## src/cc_pkg.sv

```systemverilog
// Constants, register map and state type of the control-channel slave
package cc_pkg;
  // ==========================================================
  // Register offsets
  localparam logic [7:0] REG_SPREAD_DIVIDER  = 8'h03;
  localparam logic [7:0] REG_BIT_ERROR_TEST  = 8'h04;
  localparam logic [7:0] REG_EQUALIZER_BOOST = 8'h05;
  localparam logic [7:0] REG_XLATE_SRC_A     = 8'h09;
  localparam logic [7:0] REG_XLATE_DST_A     = 8'h0a;
  localparam logic [7:0] REG_XLATE_SRC_B     = 8'h0b;
  localparam logic [7:0] REG_XLATE_DST_B     = 8'h0c;
  localparam logic [7:0] REG_REMOTE_RATE     = 8'h0d;
  localparam logic [7:0] REG_INPUT_STATE     = 8'h0e;
  // ==========================================================
  // Field positions
  localparam int BIT_ERROR_TEST_EN_POS = 5;
  localparam int GENERAL_INPUT_POS     = 4;
  localparam int EQ_ENABLE_POS         = 4;
  localparam int EQ_BOOST_MSB          = 3;
  localparam int SAWTOOTH_MSB          = 5;
  localparam int RATE_SEL_MSB          = 2;
  localparam logic [3:0] EQ_BOOST_MAX  = 4'hb;
  // ==========================================================
  // Reset values
  localparam logic [7:0] RST_SPREAD_DIVIDER  = 8'h00;
  localparam logic [7:0] RST_BIT_ERROR_TEST  = 8'h00;
  localparam logic [7:0] RST_EQUALIZER_BOOST = 8'h09;
  localparam logic [7:0] RST_XLATE           = 8'h00;
  localparam logic [7:0] RST_REMOTE_RATE     = 8'h00;
  localparam logic [7:0] RST_INPUT_STATE     = 8'h00;
  // ==========================================================
  // Bus address and timing
  localparam logic [5:0] DEV_ADDR_BASE   = 6'h24;
  localparam int         CLK_PERIOD_NS   = 10;
  localparam int         GPI_DELAY_NS    = 350000;
  localparam int         GPI_DELAY_CYC   = GPI_DELAY_NS / CLK_PERIOD_NS;
  // ==========================================================
  // Slave states
  typedef enum logic [3:0] {
    ST_IDLE, ST_ADDR, ST_RX, ST_RX_ACK, ST_TX, ST_TX_ACK,
    ST_FWD, ST_FWD_ACK, ST_IGNORE
  } cc_state_t;
endpackage : cc_pkg

```

## src/cc_i2c_slave.sv

```systemverilog
// Control-channel bus slave with register file, translation and input forwarding
// Functional notes
// - Lines idle high; start is SDA fall, stop SDA rise, with SCL high.
// - One bit per SCL pulse; transmitter keeps SDA stable while SCL high.
// - Ninth pulse is acknowledge; receiver holds SDA low through its high phase.
// - Acknowledge regardless of lock unless lock-gated enable is cleared.
// - Answer bus address 100100X, then direction bit, 0 write, 1 read.
// - First written byte loads pointer; stop right after changes nothing else.
// - Following written bytes go to pointer location, pointer then increments.
// - Reads come from stored pointer, incrementing after each byte.
// - After master not-acknowledge the device stops driving data.
// - A start condition returns the bus state machine to its address state.
// - Two translation entries replace matching peripheral source addresses.
// - Broadcast reaches all translated peripherals; unique address only one. Code forwards a single remoteAddr, entry A winning if both match.
// - General input sampled, shown in 0x0E D4, forwarded within 0.35 ms.
// - Bit-error checker enabled by 0x04 D5.
// - Equalizer boost in 0x05 bits 3:0, codes up to 1011; off at power-up.
// - Sawtooth divider in 0x03 bits 5:0 sets spread modulation rate.
// - A foreign-address transaction starts a remote master request.
// - SCL held low while remote transaction pends; lines are open-drain.
`timescale 1ns/100ps
module cc_i2c_slave
  import cc_pkg::*;
#(
  parameter int GPI_DELAY_CYCLES = GPI_DELAY_CYC
)(
  // Clock and reset
  input  wire logic       clk,
  input  wire logic       rst_n,
  // Bus clock pin
  input  wire logic       sclIn,
  output logic            sclOut,
  output logic            sclOe_n,
  // Bus data pin
  input  wire logic       sdaIn,
  output logic            sdaOut,
  output logic            sdaOe_n,
  // Address strap and link status
  input  wire logic       addrSel,
  input  wire logic       linkLocked,
  input  wire logic       lockGatedAckEn,
  // Remote master request
  output logic            remoteReq,
  output logic [6:0]      remoteAddr,
  output logic            remoteRead,
  input  wire logic       remoteDone,
  input  wire logic       remoteAck,
  // General input forwarding
  input  wire logic       generalInput,
  output logic            remoteGeneralOutput,
  // Configuration outputs
  output logic            bitErrorTestEn,
  output logic            eqEnable,
  output logic [3:0]      eqBoost,
  output logic [5:0]      sawtoothDivider,
  output logic [2:0]      remoteMasterRateSel
);
  // ==========================================================
  // Declarations
  logic [2:0] syncIn;
  logic       sclS, sdaS, gpiS, sclPrev, sdaPrev;
  logic       sclRise, sclFall, startCond, stopCond;
  cc_state_t  state;
  logic [7:0] shiftReg, txByte, pointer;
  logic [2:0] bitCnt;
  logic       byteDone, firstByte, sdaDrive, sclHold;
  logic       byteEnd, ownAddr, ackOk, ptrLoad, regWrite, ptrInc;
  logic [7:0] spreadReg, testReg, eqReg, srcA, dstA, srcB, dstB, rateReg, inReg;
  logic [7:0] rdData;

  // Read mux over the mapped registers; unmapped offsets read zero
  function automatic logic [7:0] readReg(input logic [7:0] addr);
    logic [7:0] val;
    val = 8'h00;
    unique case (addr)
      REG_SPREAD_DIVIDER:  val = spreadReg;
      REG_BIT_ERROR_TEST:  val = testReg;
      REG_EQUALIZER_BOOST: val = eqReg;
      REG_XLATE_SRC_A:     val = srcA;
      REG_XLATE_DST_A:     val = dstA;
      REG_XLATE_SRC_B:     val = srcB;
      REG_XLATE_DST_B:     val = dstB;
      REG_REMOTE_RATE:     val = rateReg;
      REG_INPUT_STATE:     val = inReg;
      default:             val = 8'h00;
    endcase
    return val;
  endfunction : readReg

  // ==========================================================
  // Pin sampling and condition detection
  cc_sync #(
    .WIDTH   (3),
    .RST_VAL (3'b110)
  ) u_sync (
    .clk     (clk),
    .rst_n   (rst_n),
    .asyncIn ({sclIn, sdaIn, generalInput}),
    .syncOut (syncIn)
  );
  assign sclS = syncIn[2];
  assign sdaS = syncIn[1];
  assign gpiS = syncIn[0];

  // Previous samples for edge finding
  always_ff @(posedge clk)
  begin
    if (!rst_n)
    begin
      sclPrev <= 1'b1;
      sdaPrev <= 1'b1;
    end
    else
    begin
      sclPrev <= sclS;
      sdaPrev <= sdaS;
    end
  end

  assign sclRise   = sclS & ~sclPrev;
  assign sclFall   = ~sclS & sclPrev;
  assign startCond = sclS & sclPrev & sdaPrev & ~sdaS;
  assign stopCond  = sclS & sclPrev & ~sdaPrev & sdaS;

  // Byte the pointer selects, ready for the next read byte
  assign rdData = readReg(pointer);

  // ==========================================================
  // Byte-level decisions
  always_comb
  begin
    byteEnd  = sclFall & byteDone & (state == ST_ADDR || state == ST_RX);
    ownAddr  = shiftReg[7:1] == {DEV_ADDR_BASE, addrSel};
    ackOk    = lockGatedAckEn | linkLocked;
    ptrLoad  = (state == ST_RX) & byteEnd & firstByte;
    regWrite = (state == ST_RX) & byteEnd & ~firstByte;
    // No step on the read address acknowledge, so the first byte is the stored one
    ptrInc   = regWrite | ((state == ST_TX_ACK) & sclRise & ~firstByte);
  end

  // ==========================================================
  // Bus state machine; start and stop override every state
  always_ff @(posedge clk)
  begin
    if (!rst_n)
    begin
      state     <= ST_IDLE;
      shiftReg  <= 8'h00;
      txByte    <= 8'h00;
      bitCnt    <= 3'h0;
      byteDone  <= 1'b0;
      firstByte <= 1'b0;
      sdaDrive  <= 1'b0;
      sclHold   <= 1'b0;
      remoteReq <= 1'b0;
      remoteAddr <= 7'h00;
      remoteRead <= 1'b0;
    end
    else
    begin
      remoteReq <= 1'b0;
      if (startCond)
      begin
        state    <= ST_ADDR;
        bitCnt   <= 3'h0;
        byteDone <= 1'b0;
        sdaDrive <= 1'b0;
        sclHold  <= 1'b0;
      end
      else if (stopCond)
      begin
        state    <= ST_IDLE;
        sdaDrive <= 1'b0;
        sclHold  <= 1'b0;
      end
      else
      begin
        unique case (state)
          ST_IDLE, ST_IGNORE:
          begin
            sdaDrive <= 1'b0;
          end
          ST_ADDR, ST_RX:
          begin
            // One bit taken per rising SCL edge
            if (sclRise)
            begin
              shiftReg <= {shiftReg[6:0], sdaS};
              bitCnt   <= bitCnt + 3'h1;
              byteDone <= (bitCnt == 3'h7);
            end
            else if (byteEnd && state == ST_ADDR && ownAddr)
            begin
              byteDone  <= 1'b0;
              firstByte <= 1'b1; // Pointer byte on a write, address ack on a read
              sdaDrive  <= ackOk;
              state     <= ackOk ? (shiftReg[0] ? ST_TX_ACK : ST_RX_ACK) : ST_IGNORE;
              remoteRead <= shiftReg[0];
            end
            else if (byteEnd && state == ST_ADDR)
            begin
              // Foreign address: pass to the remote master, translated if it matches entry A or B
              byteDone   <= 1'b0;
              remoteReq  <= 1'b1;
              remoteRead <= shiftReg[0];
              if (shiftReg[7:1] == srcA[6:0])
                remoteAddr <= dstA[6:0];
              else if (shiftReg[7:1] == srcB[6:0])
                remoteAddr <= dstB[6:0];
              else
                remoteAddr <= shiftReg[7:1];
              sclHold <= 1'b1;
              state   <= ST_FWD;
            end
            else if (byteEnd)
            begin
              byteDone  <= 1'b0;
              firstByte <= 1'b0;
              sdaDrive  <= ackOk;
              state     <= ackOk ? ST_RX_ACK : ST_IGNORE;
            end
          end
          ST_RX_ACK:
          begin
            // Released on the falling edge that ends the ninth pulse
            if (sclFall)
            begin
              sdaDrive <= 1'b0;
              bitCnt   <= 3'h0;
              state    <= ST_RX;
            end
          end
          ST_TX_ACK:
          begin
            // Next byte leaves on the fall that ends the ninth pulse
            if (sclFall)
            begin
              txByte    <= rdData;
              sdaDrive  <= ~rdData[7];
              bitCnt    <= 3'h0;
              firstByte <= 1'b0;
              state     <= ST_TX;
            end
            else if (sclRise && !firstByte && sdaS)
            begin
              state <= ST_IGNORE;
            end
          end
          ST_TX:
          begin
            // Data changes only after SCL has gone low again
            if (sclFall && bitCnt == 3'h7)
            begin
              sdaDrive  <= 1'b0;
              firstByte <= 1'b0;
              state     <= ST_TX_ACK;
            end
            else if (sclFall)
            begin
              txByte   <= {txByte[6:0], 1'b0};
              sdaDrive <= ~txByte[6];
              bitCnt   <= bitCnt + 3'h1;
            end
          end
          ST_FWD:
          begin
            if (remoteDone)
            begin
              sclHold  <= 1'b0;
              sdaDrive <= remoteAck;
              state    <= ST_FWD_ACK;
            end
          end
          ST_FWD_ACK:
          begin
            if (sclFall)
            begin
              sdaDrive <= 1'b0;
              state    <= ST_IGNORE;
            end
          end
        endcase
      end
    end
  end

  // ==========================================================
  // Register pointer; eight bits, wraps naturally
  always_ff @(posedge clk)
  begin
    if (!rst_n)
      pointer <= 8'h00;
    else if (ptrLoad)
      pointer <= shiftReg;
    else if (ptrInc)
      pointer <= pointer + 8'h01;
  end

  // ==========================================================
  // Register file; unmapped writes are dropped
  always_ff @(posedge clk)
  begin
    if (!rst_n)
    begin
      spreadReg <= RST_SPREAD_DIVIDER;
      testReg   <= RST_BIT_ERROR_TEST;
      eqReg     <= RST_EQUALIZER_BOOST;
      srcA      <= RST_XLATE;
      dstA      <= RST_XLATE;
      srcB      <= RST_XLATE;
      dstB      <= RST_XLATE;
      rateReg   <= RST_REMOTE_RATE;
      inReg     <= RST_INPUT_STATE;
    end
    else
    begin
      if (regWrite)
      begin
        unique case (pointer)
          REG_SPREAD_DIVIDER:  spreadReg <= shiftReg;
          REG_BIT_ERROR_TEST:  testReg   <= shiftReg;
          REG_EQUALIZER_BOOST: eqReg     <= shiftReg;
          REG_XLATE_SRC_A:     srcA      <= shiftReg;
          REG_XLATE_DST_A:     dstA      <= shiftReg;
          REG_XLATE_SRC_B:     srcB      <= shiftReg;
          REG_XLATE_DST_B:     dstB      <= shiftReg;
          REG_REMOTE_RATE:     rateReg   <= shiftReg;
          REG_INPUT_STATE:     inReg     <= shiftReg;
          default:             inReg     <= inReg;
        endcase
      end
      // Input state bit is hardware-owned; assigned after the case so it wins
      inReg[GENERAL_INPUT_POS] <= gpiS;
    end
  end

  // ==========================================================
  // General input forwarding; low from reset, follows the synchronised input one clock later
  always_ff @(posedge clk)
  begin
    if (!rst_n)
      remoteGeneralOutput <= 1'b0;
    else
      remoteGeneralOutput <= gpiS;
  end

  // ==========================================================
  // Pin and configuration outputs; open-drain, only ever pulls low
  assign sdaOut              = 1'b0;
  assign sclOut              = 1'b0;
  assign sdaOe_n             = ~sdaDrive;
  assign sclOe_n             = ~sclHold;
  assign bitErrorTestEn      = testReg[BIT_ERROR_TEST_EN_POS];
  assign eqEnable            = eqReg[EQ_ENABLE_POS];
  assign eqBoost             = eqReg[EQ_BOOST_MSB:0];
  assign sawtoothDivider     = spreadReg[SAWTOOTH_MSB:0];
  assign remoteMasterRateSel = rateReg[RATE_SEL_MSB:0];

  // ==========================================================
  // Checks
  logic [31:0] gpiLag;
  always_ff @(posedge clk)
  begin
    if (!rst_n || remoteGeneralOutput == gpiS)
      gpiLag <= 32'h0000_0000;
    else
      gpiLag <= gpiLag + 32'h0000_0001;
  end
endmodule : cc_i2c_slave

```

## src/cc_sync.sv

```systemverilog
// Two-flop synchroniser for inputs arriving from outside the clock domain
`timescale 1ns/100ps
module cc_sync
  import cc_pkg::*;
#(
  parameter int                 WIDTH   = 1,
  parameter logic [WIDTH-1:0]   RST_VAL = '0
)(
  // Clock and reset
  input  wire logic             clk,
  input  wire logic             rst_n,
  // Data
  input  wire logic [WIDTH-1:0] asyncIn,
  output logic      [WIDTH-1:0] syncOut
);
  logic [WIDTH-1:0] stage1;

  // ==========================================================
  // First stage feeds only the second stage
  always_ff @(posedge clk)
  begin
    if (!rst_n)
    begin
      stage1  <= RST_VAL;
      syncOut <= RST_VAL;
    end
    else
    begin
      stage1  <= asyncIn;
      syncOut <= stage1;
    end
  end
endmodule : cc_sync

```

## config.mk

```make
export PLATFORM = sky130hd
export DESIGN_NAME = cc_i2c_slave
export DESIGN_NICKNAME = d
export VERILOG_FILES = /design/src/cc_pkg.sv /design/src/cc_i2c_slave.sv /design/src/cc_sync.sv
export SDC_FILE = /design/constraint.sdc
export NUM_CORES = 1
export LEC_CHECK = 0
export BUFFER_PORTS_ARGS = -buffer_cell sky130_fd_sc_hd__buf_2
export CORE_MARGIN = 4
export CORE_UTILIZATION = 42
export CTS_BUF_LIST = sky130_fd_sc_hd__clkbuf_2 sky130_fd_sc_hd__clkbuf_4 sky130_fd_sc_hd__clkbuf_8
export CTS_CLUSTER_DIAMETER = 120
export DETAILED_ROUTE_END_ITERATION = 6
export GPL_TIMING_DRIVEN = 0
export PLACE_DENSITY_LB_ADDON = 0.2
export SETUP_SLACK_MARGIN = 0.05
export SLEW_MARGIN = 20
export SYNTH_ARGS = -nofsm -noshare
export SYNTH_HDL_FRONTEND = slang
export SYNTH_SLANG_ARGS = --single-unit
```

## constraint.sdc

```tcl
create_clock -name clk -period 1.91 [get_ports clk]
set_input_delay 0.191 -clock clk [delete_from_list [all_inputs] [get_ports clk]]
set_output_delay 0.191 -clock clk [all_outputs]
set_load 0.02 [all_outputs]
```

# Word-level counts from Yosys, hierarchy flattened
# Index checks and enable logic that the tools add are counted.
# totals
regBits	123
inputBits	10
# op_classes
n_addsub	2
eq_ne	46
mux	57
bitwise	31
n_reduce_logical	44
# op_table
operator	count
$pmux 8 s9	1
$eq 8x4->1 const B	6
$mux 4	12
$mux 7	5
$mux 1	26
$ne 4x4->1 const B	6
$pmux 4 s6	1
$reduce_and 8->1	3
$ne 2x2->1 const B	11
$eq 7x7->1	3
$reduce_and 2->1	9
$reduce_and 6->1	3
$eq 4x3->1 const B	4
$eq 8x3->1 const B	2
$mux 8	2
$mux 3	5
$not 1->1	15
$and 1x1->1	14
$pmux 7 s2	1
$reduce_and 5->1	2
$reduce_or 2->1	5
$ne 3x3->1 const B	3
$pmux 3 s3	1
$add 8x1->8 const B	1
28 further kinds	39

# Longest topological paths before layout
# logic_depth
ltp_word	11
depth_mapped	10
mapped_depth_nobuf	8

# By module
# A second synthesis with hierarchy kept.
# unflattened
cells_unflattened	745
area_unflattened_um2	6226.0
# by_module_without_submodules
mod	instances	cells_each	area_each_um2	seq_area_each_um2
cc_i2c_slave	1	733	6068.3	2342.2
cc_sync	1	12	157.7	120.1

# Least setup slack after synthesis
# OpenSTA, ideal clock, no wires.
# synth_timing
path_kind	reg-to-reg
startpoint	reg pointer[0]
endpoint	reg sdaDrive
arrival_time_ps	1925
required_ps	1790
slack_ps	-135
stages_incl_launch_ff	9
synth_period_minus_slack_ps	2045
path_cell_list	dfxtp_1 ha_1 clkbuf_1 a221oi_1 a31o_2 a211o_1 a221o_1 mux2i_1 nor2_1
# synth_via
elab_chain_len	5
elab_cells_between_ends	13
classes_between	eq/ne (9); mux (3); bitwise (1)
# synth_lines
element	line_no	rtl
start: declaration	cc_i2c_slave.sv:64	logic [7:0] shiftReg, txByte, pointer;
start signal: assignment	cc_i2c_slave.sv:294	pointer <= shiftReg;
start signal: assignment	cc_i2c_slave.sv:296	pointer <= pointer + 8'h01;
$eq 8x4->1 (tied with other cells)	cc_i2c_slave.sv:75	unique case (addr)
$pmux 8 s9 *	cc_i2c_slave.sv:75	
$not 1->1 *	cc_i2c_slave.sv:239	sdaDrive <= ~rdData[7];
$mux 1 *	cc_i2c_slave.sv:236	if (sclFall)
$pmux 1 s6 *	cc_i2c_slave.sv:178	unique case (state)
end signal: assignment	cc_i2c_slave.sv:196	sdaDrive <= ackOk;
end signal: assignment	cc_i2c_slave.sv:239	
end signal: assignment	cc_i2c_slave.sv:261	sdaDrive <= ~txByte[6];
end: declaration	cc_i2c_slave.sv:66	logic byteDone, firstByte, sdaDrive, sclHold;
# Mark *: on every way between the ends. The rest lies on a longest branch, timed or not. The select of a mux whose other input is x is not followed.
# A chain may end at the register's enable or synchronous reset.

# Final worst setup path
# layout_timing
startpoint	reg pointer[0]
endpoint	reg txByte[5]
# layout_via
elab_chain_len	4
elab_cells_between_ends	12
classes_between	eq/ne (9); mux (3)
# layout_lines
element	line_no	rtl
$eq 8x4->1 (tied with other cells)	cc_i2c_slave.sv:75	
$pmux 8 s9 *	cc_i2c_slave.sv:75	
$mux 7 *	cc_i2c_slave.sv:236	
$pmux 7 s2 *	cc_i2c_slave.sv:178	
end signal: assignment	cc_i2c_slave.sv:238	txByte <= rdData;
end signal: assignment	cc_i2c_slave.sv:260	txByte <= {txByte[6:0], 1'b0};
end: declaration	cc_i2c_slave.sv:64	
# Marked as above.

==> metrics.txt <==
vias in the first global route=about 5900; Filler Cell Count=1281; grt total ovfl=0; Slew Viols, Final=0; DP HPWL=15.1 mm; failing checks=setup timing; TritonCTS buffer count=17; gp weighted congestion=roughly 0.95; first-pass GRT wire length=between 30 and 40 mm; clk slew on worst S/H paths=0.07 ns; 1st-iter DRT viols=653; DR pass1 iterations=5; Worst Hold Slack=0.0302 ns; largest net degree at the start of global routing=17; final setup fails=26; cells after synthesis=slightly above 800; Ys Warns=0; Vias=between 6000 and 7000; H-tree levels=4; number of vias per cell=between 5 and 6; Min-Delay Path Class=in -> reg; die extent in y=about 130 um; maximum VDD drop=420 uV; Max Freq=approximately 0.45 GHz; Initial Utilization=a little over two fifths; CP Class=reg -> reg; n_diodes=0; EDFF count, synth=0; Area Overhead vs Synth=42.6%; Final Skew=0.0160 ns; clock buffer depth=2; FF/Latch Area=2500 sq um; Critical Path Sink Type=flop; startpoint type of the worst setup path=flop; initial antenna violation count=0; Clk Latency, worst-skew pair=between 0.4 and 0.5 ns; Synth Register Bits=~120; final hold vios=0; Post-Route WL=~24 mm; internal power=roughly 4.7 mW; asr flop ratio synth=0%; LEAKAGE=~3.5 nW; syn_area_per_cell=approximately 7.9 sq um; number of nets still failing antenna checks after routing=0; Seq/Total Area, Yosys=between 30% and 40%; dpl ws=-0.508 ns; final instance area=~9300 sq um; Netlist cell types=79; Pwr Total=6.54 mW; CTS Root Cell=clkbuf_8; critical-path cell list=inv_4 -> ha_4 -> buf_8 -> buf_4 -> buf_6 -> a22o_1 -> a32oi_2 -> o21ai_0 -> nor4_2 -> a2111oi_2; placed cells=1052; number of buffers added on ports=36; PD cells=between 700 and 800 nW/um^2; Critical Path Max Stage Delay=~0.4 ns; final core utilization=~61%; Slew Limit Headroom=26.0%; Sink Count=~120; DP Area=about 7000 sq um; worst slew pin tran=roughly 1.1 ns; FP Rows=45; Mapped Area=between 6000 and 7000 sq um; Main synth FF type=dfxtp_1; crit path max fanout=6; Max-Cap Viols=0; P_sw=roughly 1.9 mW; sw frac=around 28%; share of layout cells above drive strength 1=between 40% and 50%; part of the power in combinational logic=20.6%; # IOs=39; final worst-path setup slack=-0.293 ns; overall routing resource usage=~25%; Final Critical Period=around 2.2 ns; CP max-delay cell=dfxtp_4; wire per inst=20.8 um; Seq pwr share=between 40% and 50%; core box area=approximately 15000 sq um; die footprint=between 15000 and 20000 sq um; nets=around 960; RSZ-0062 raised after global routing=true; Yosys top cell by area=dfxtp_1; Post-Layout Cell Count=around 1100; top-area cell type share of the netlist area=37.7%; clock share of power=approximately two fifths; largest cells by area after synthesis=dfxtp_1 38%, nand2_1 9.8%, a21oi_1 7.9%, mux2i_1 3.1%, clkbuf_1 2.6%; setup_tns=-1.92 ns; outcome=complete, but fails checks; CTS tree=yes; area of the multi-input gates=approximately 4600 sq um; Die Wd=roughly 130 um; Final period util=115%; CP required=2.23 ns; WP data arrival=2.53 ns; # DRC=0
==> cells in the final DEF, fill, tap and decap left out, drive strengths merged, types with 14 or more instances in the layout <==
cell type / netlist / layout
nand2: 171 / 171
a21oi: 103 / 103
a211oi: 14 / 14
nand3: 25 / 25
mux2i: 20 / 20
nor2: 48 / 48
dfxtp: 123 / 123
buf: 41 / 150
clkbuf: 45 / 57
o21ai: 23 / 23
nand2b: 16 / 16
==> flip-flops by register name, indices dropped and copies added (netlist names), 3 cells and up <==
name,count
state,4
testReg,8
bitCnt,3
inReg,7
srcA,8
srcB,8
rateReg,8
txByte,7
spreadReg,8
remoteAddr,7
u_sync.syncOut,3
eqReg,8
shiftReg,8
dstB,8
pointer,8
dstA,8
u_sync.stage1,3
==> Yosys cell counts, types with 9 or more instances <==
master / count
mux2i_1: 20
nand4_1: 12
buf_2: 16
dfxtp_1: 123
a211oi_1: 14
buf_4: 20
nand3_1: 25
xor2_1: 9
clkbuf_1: 45
a22oi_1: 12
inv_1: 13
xnor2_1: 13
nand2_1: 170
nor3_1: 10
nor2_1: 43
nand2b_1: 15
o21ai_0: 18
a21oi_1: 103
and2_1: 9
==> metal layers <==
metal	part of all wire, %	global-route usage [%]
met1	42	32.8
met2	47	40.3
met3	7.2	5.13
met4	4.1	9.41
met5	0	0
==> logic make-up (layout without fill, tap and decap cells) <==
family / after synthesis / in the layout / synth area share (%)
fa+ha+maj: 6 / 6 / 1.15
flops: 123 / 123 / 37.7
mux: 26 / 26 / 4.10
other cells: 1 / 2 / 0.0575
xor+xnor: 22 / 22 / 2.95
simple gates: 336 / 336 / 25.6
buf+inv: 100 / 230 / 7.32
compound gates: 213 / 213 / 21.1
==> area by class of cell <==
| cell class | instances | area share, % |
|---|---|---|
| tap | 188 | 2.53 |
| sequential | 123 | 26.9 |
| buffer | 72 | 5.58 |
| clock inverter | 6 | 1.18 |
| multi-input combinational | 605 | 49.7 |
| timing repair buffer | 114 | 10.1 |
| clock buffer | 24 | 3.41 |
| inverter | 14 | 0.591 |
==> power by group through the flow <==
stage	Combinational, mW	Clock (mW)	Sequential, mW
after floorplan	0.655	0	2.69
after global placement	0.850	0	2.69
after detailed placement	0.840	0	2.69
after CTS	1.08	2.56	2.63
after global routing	1.42	2.68	2.65
final	1.35	2.55	2.64
==> what timing repair did <==
| action | CTS | global route |
|---|---|---|
| setup buffers | 38 | 35 |
| hold buffers | 3 | 0 |
| gates resized for setup | 149 | 226 |
| endpoints found under the setup margin | 110 | 102 |
| hold endpoints to repair | 3 | 0 |
| pin swaps | 60 | 108 |
| gates cloned | 1 | 2 |
==> critical path: cells and delay by family (launching register included) <==
| kind | cells | cell delay [ns] |
|---|---|---|
| simple gates | 1 | 0.30 |
| compound gates | 4 | 0.77 |
| buf+inv | 4 | 0.41 |
| fa+ha+maj | 1 | 0.17 |
| flops | 1 | 0.41 |
==> worst paths after layout <==
path / endpoint / slack [ns] / cells after the start / start
worst min-delay path: sclHold$_SDFFE_PP0P_ / 0.03 / 4 / remoteDone
worst min register to register: u_sync.syncOut[1]$_SDFF_PN1_ / 0.40 / 1 / u_sync.stage1[1]$_SDFF_PN1_
worst max-delay path: txByte[5]$_SDFFE_PN0P_ / -0.29 / 10 / pointer[0]$_SDFFE_PN0P_
worst max register to register: txByte[5]$_SDFFE_PN0P_ / -0.29 / 10 / pointer[0]$_SDFFE_PN0P_
(Power assumes the default switching activity.)
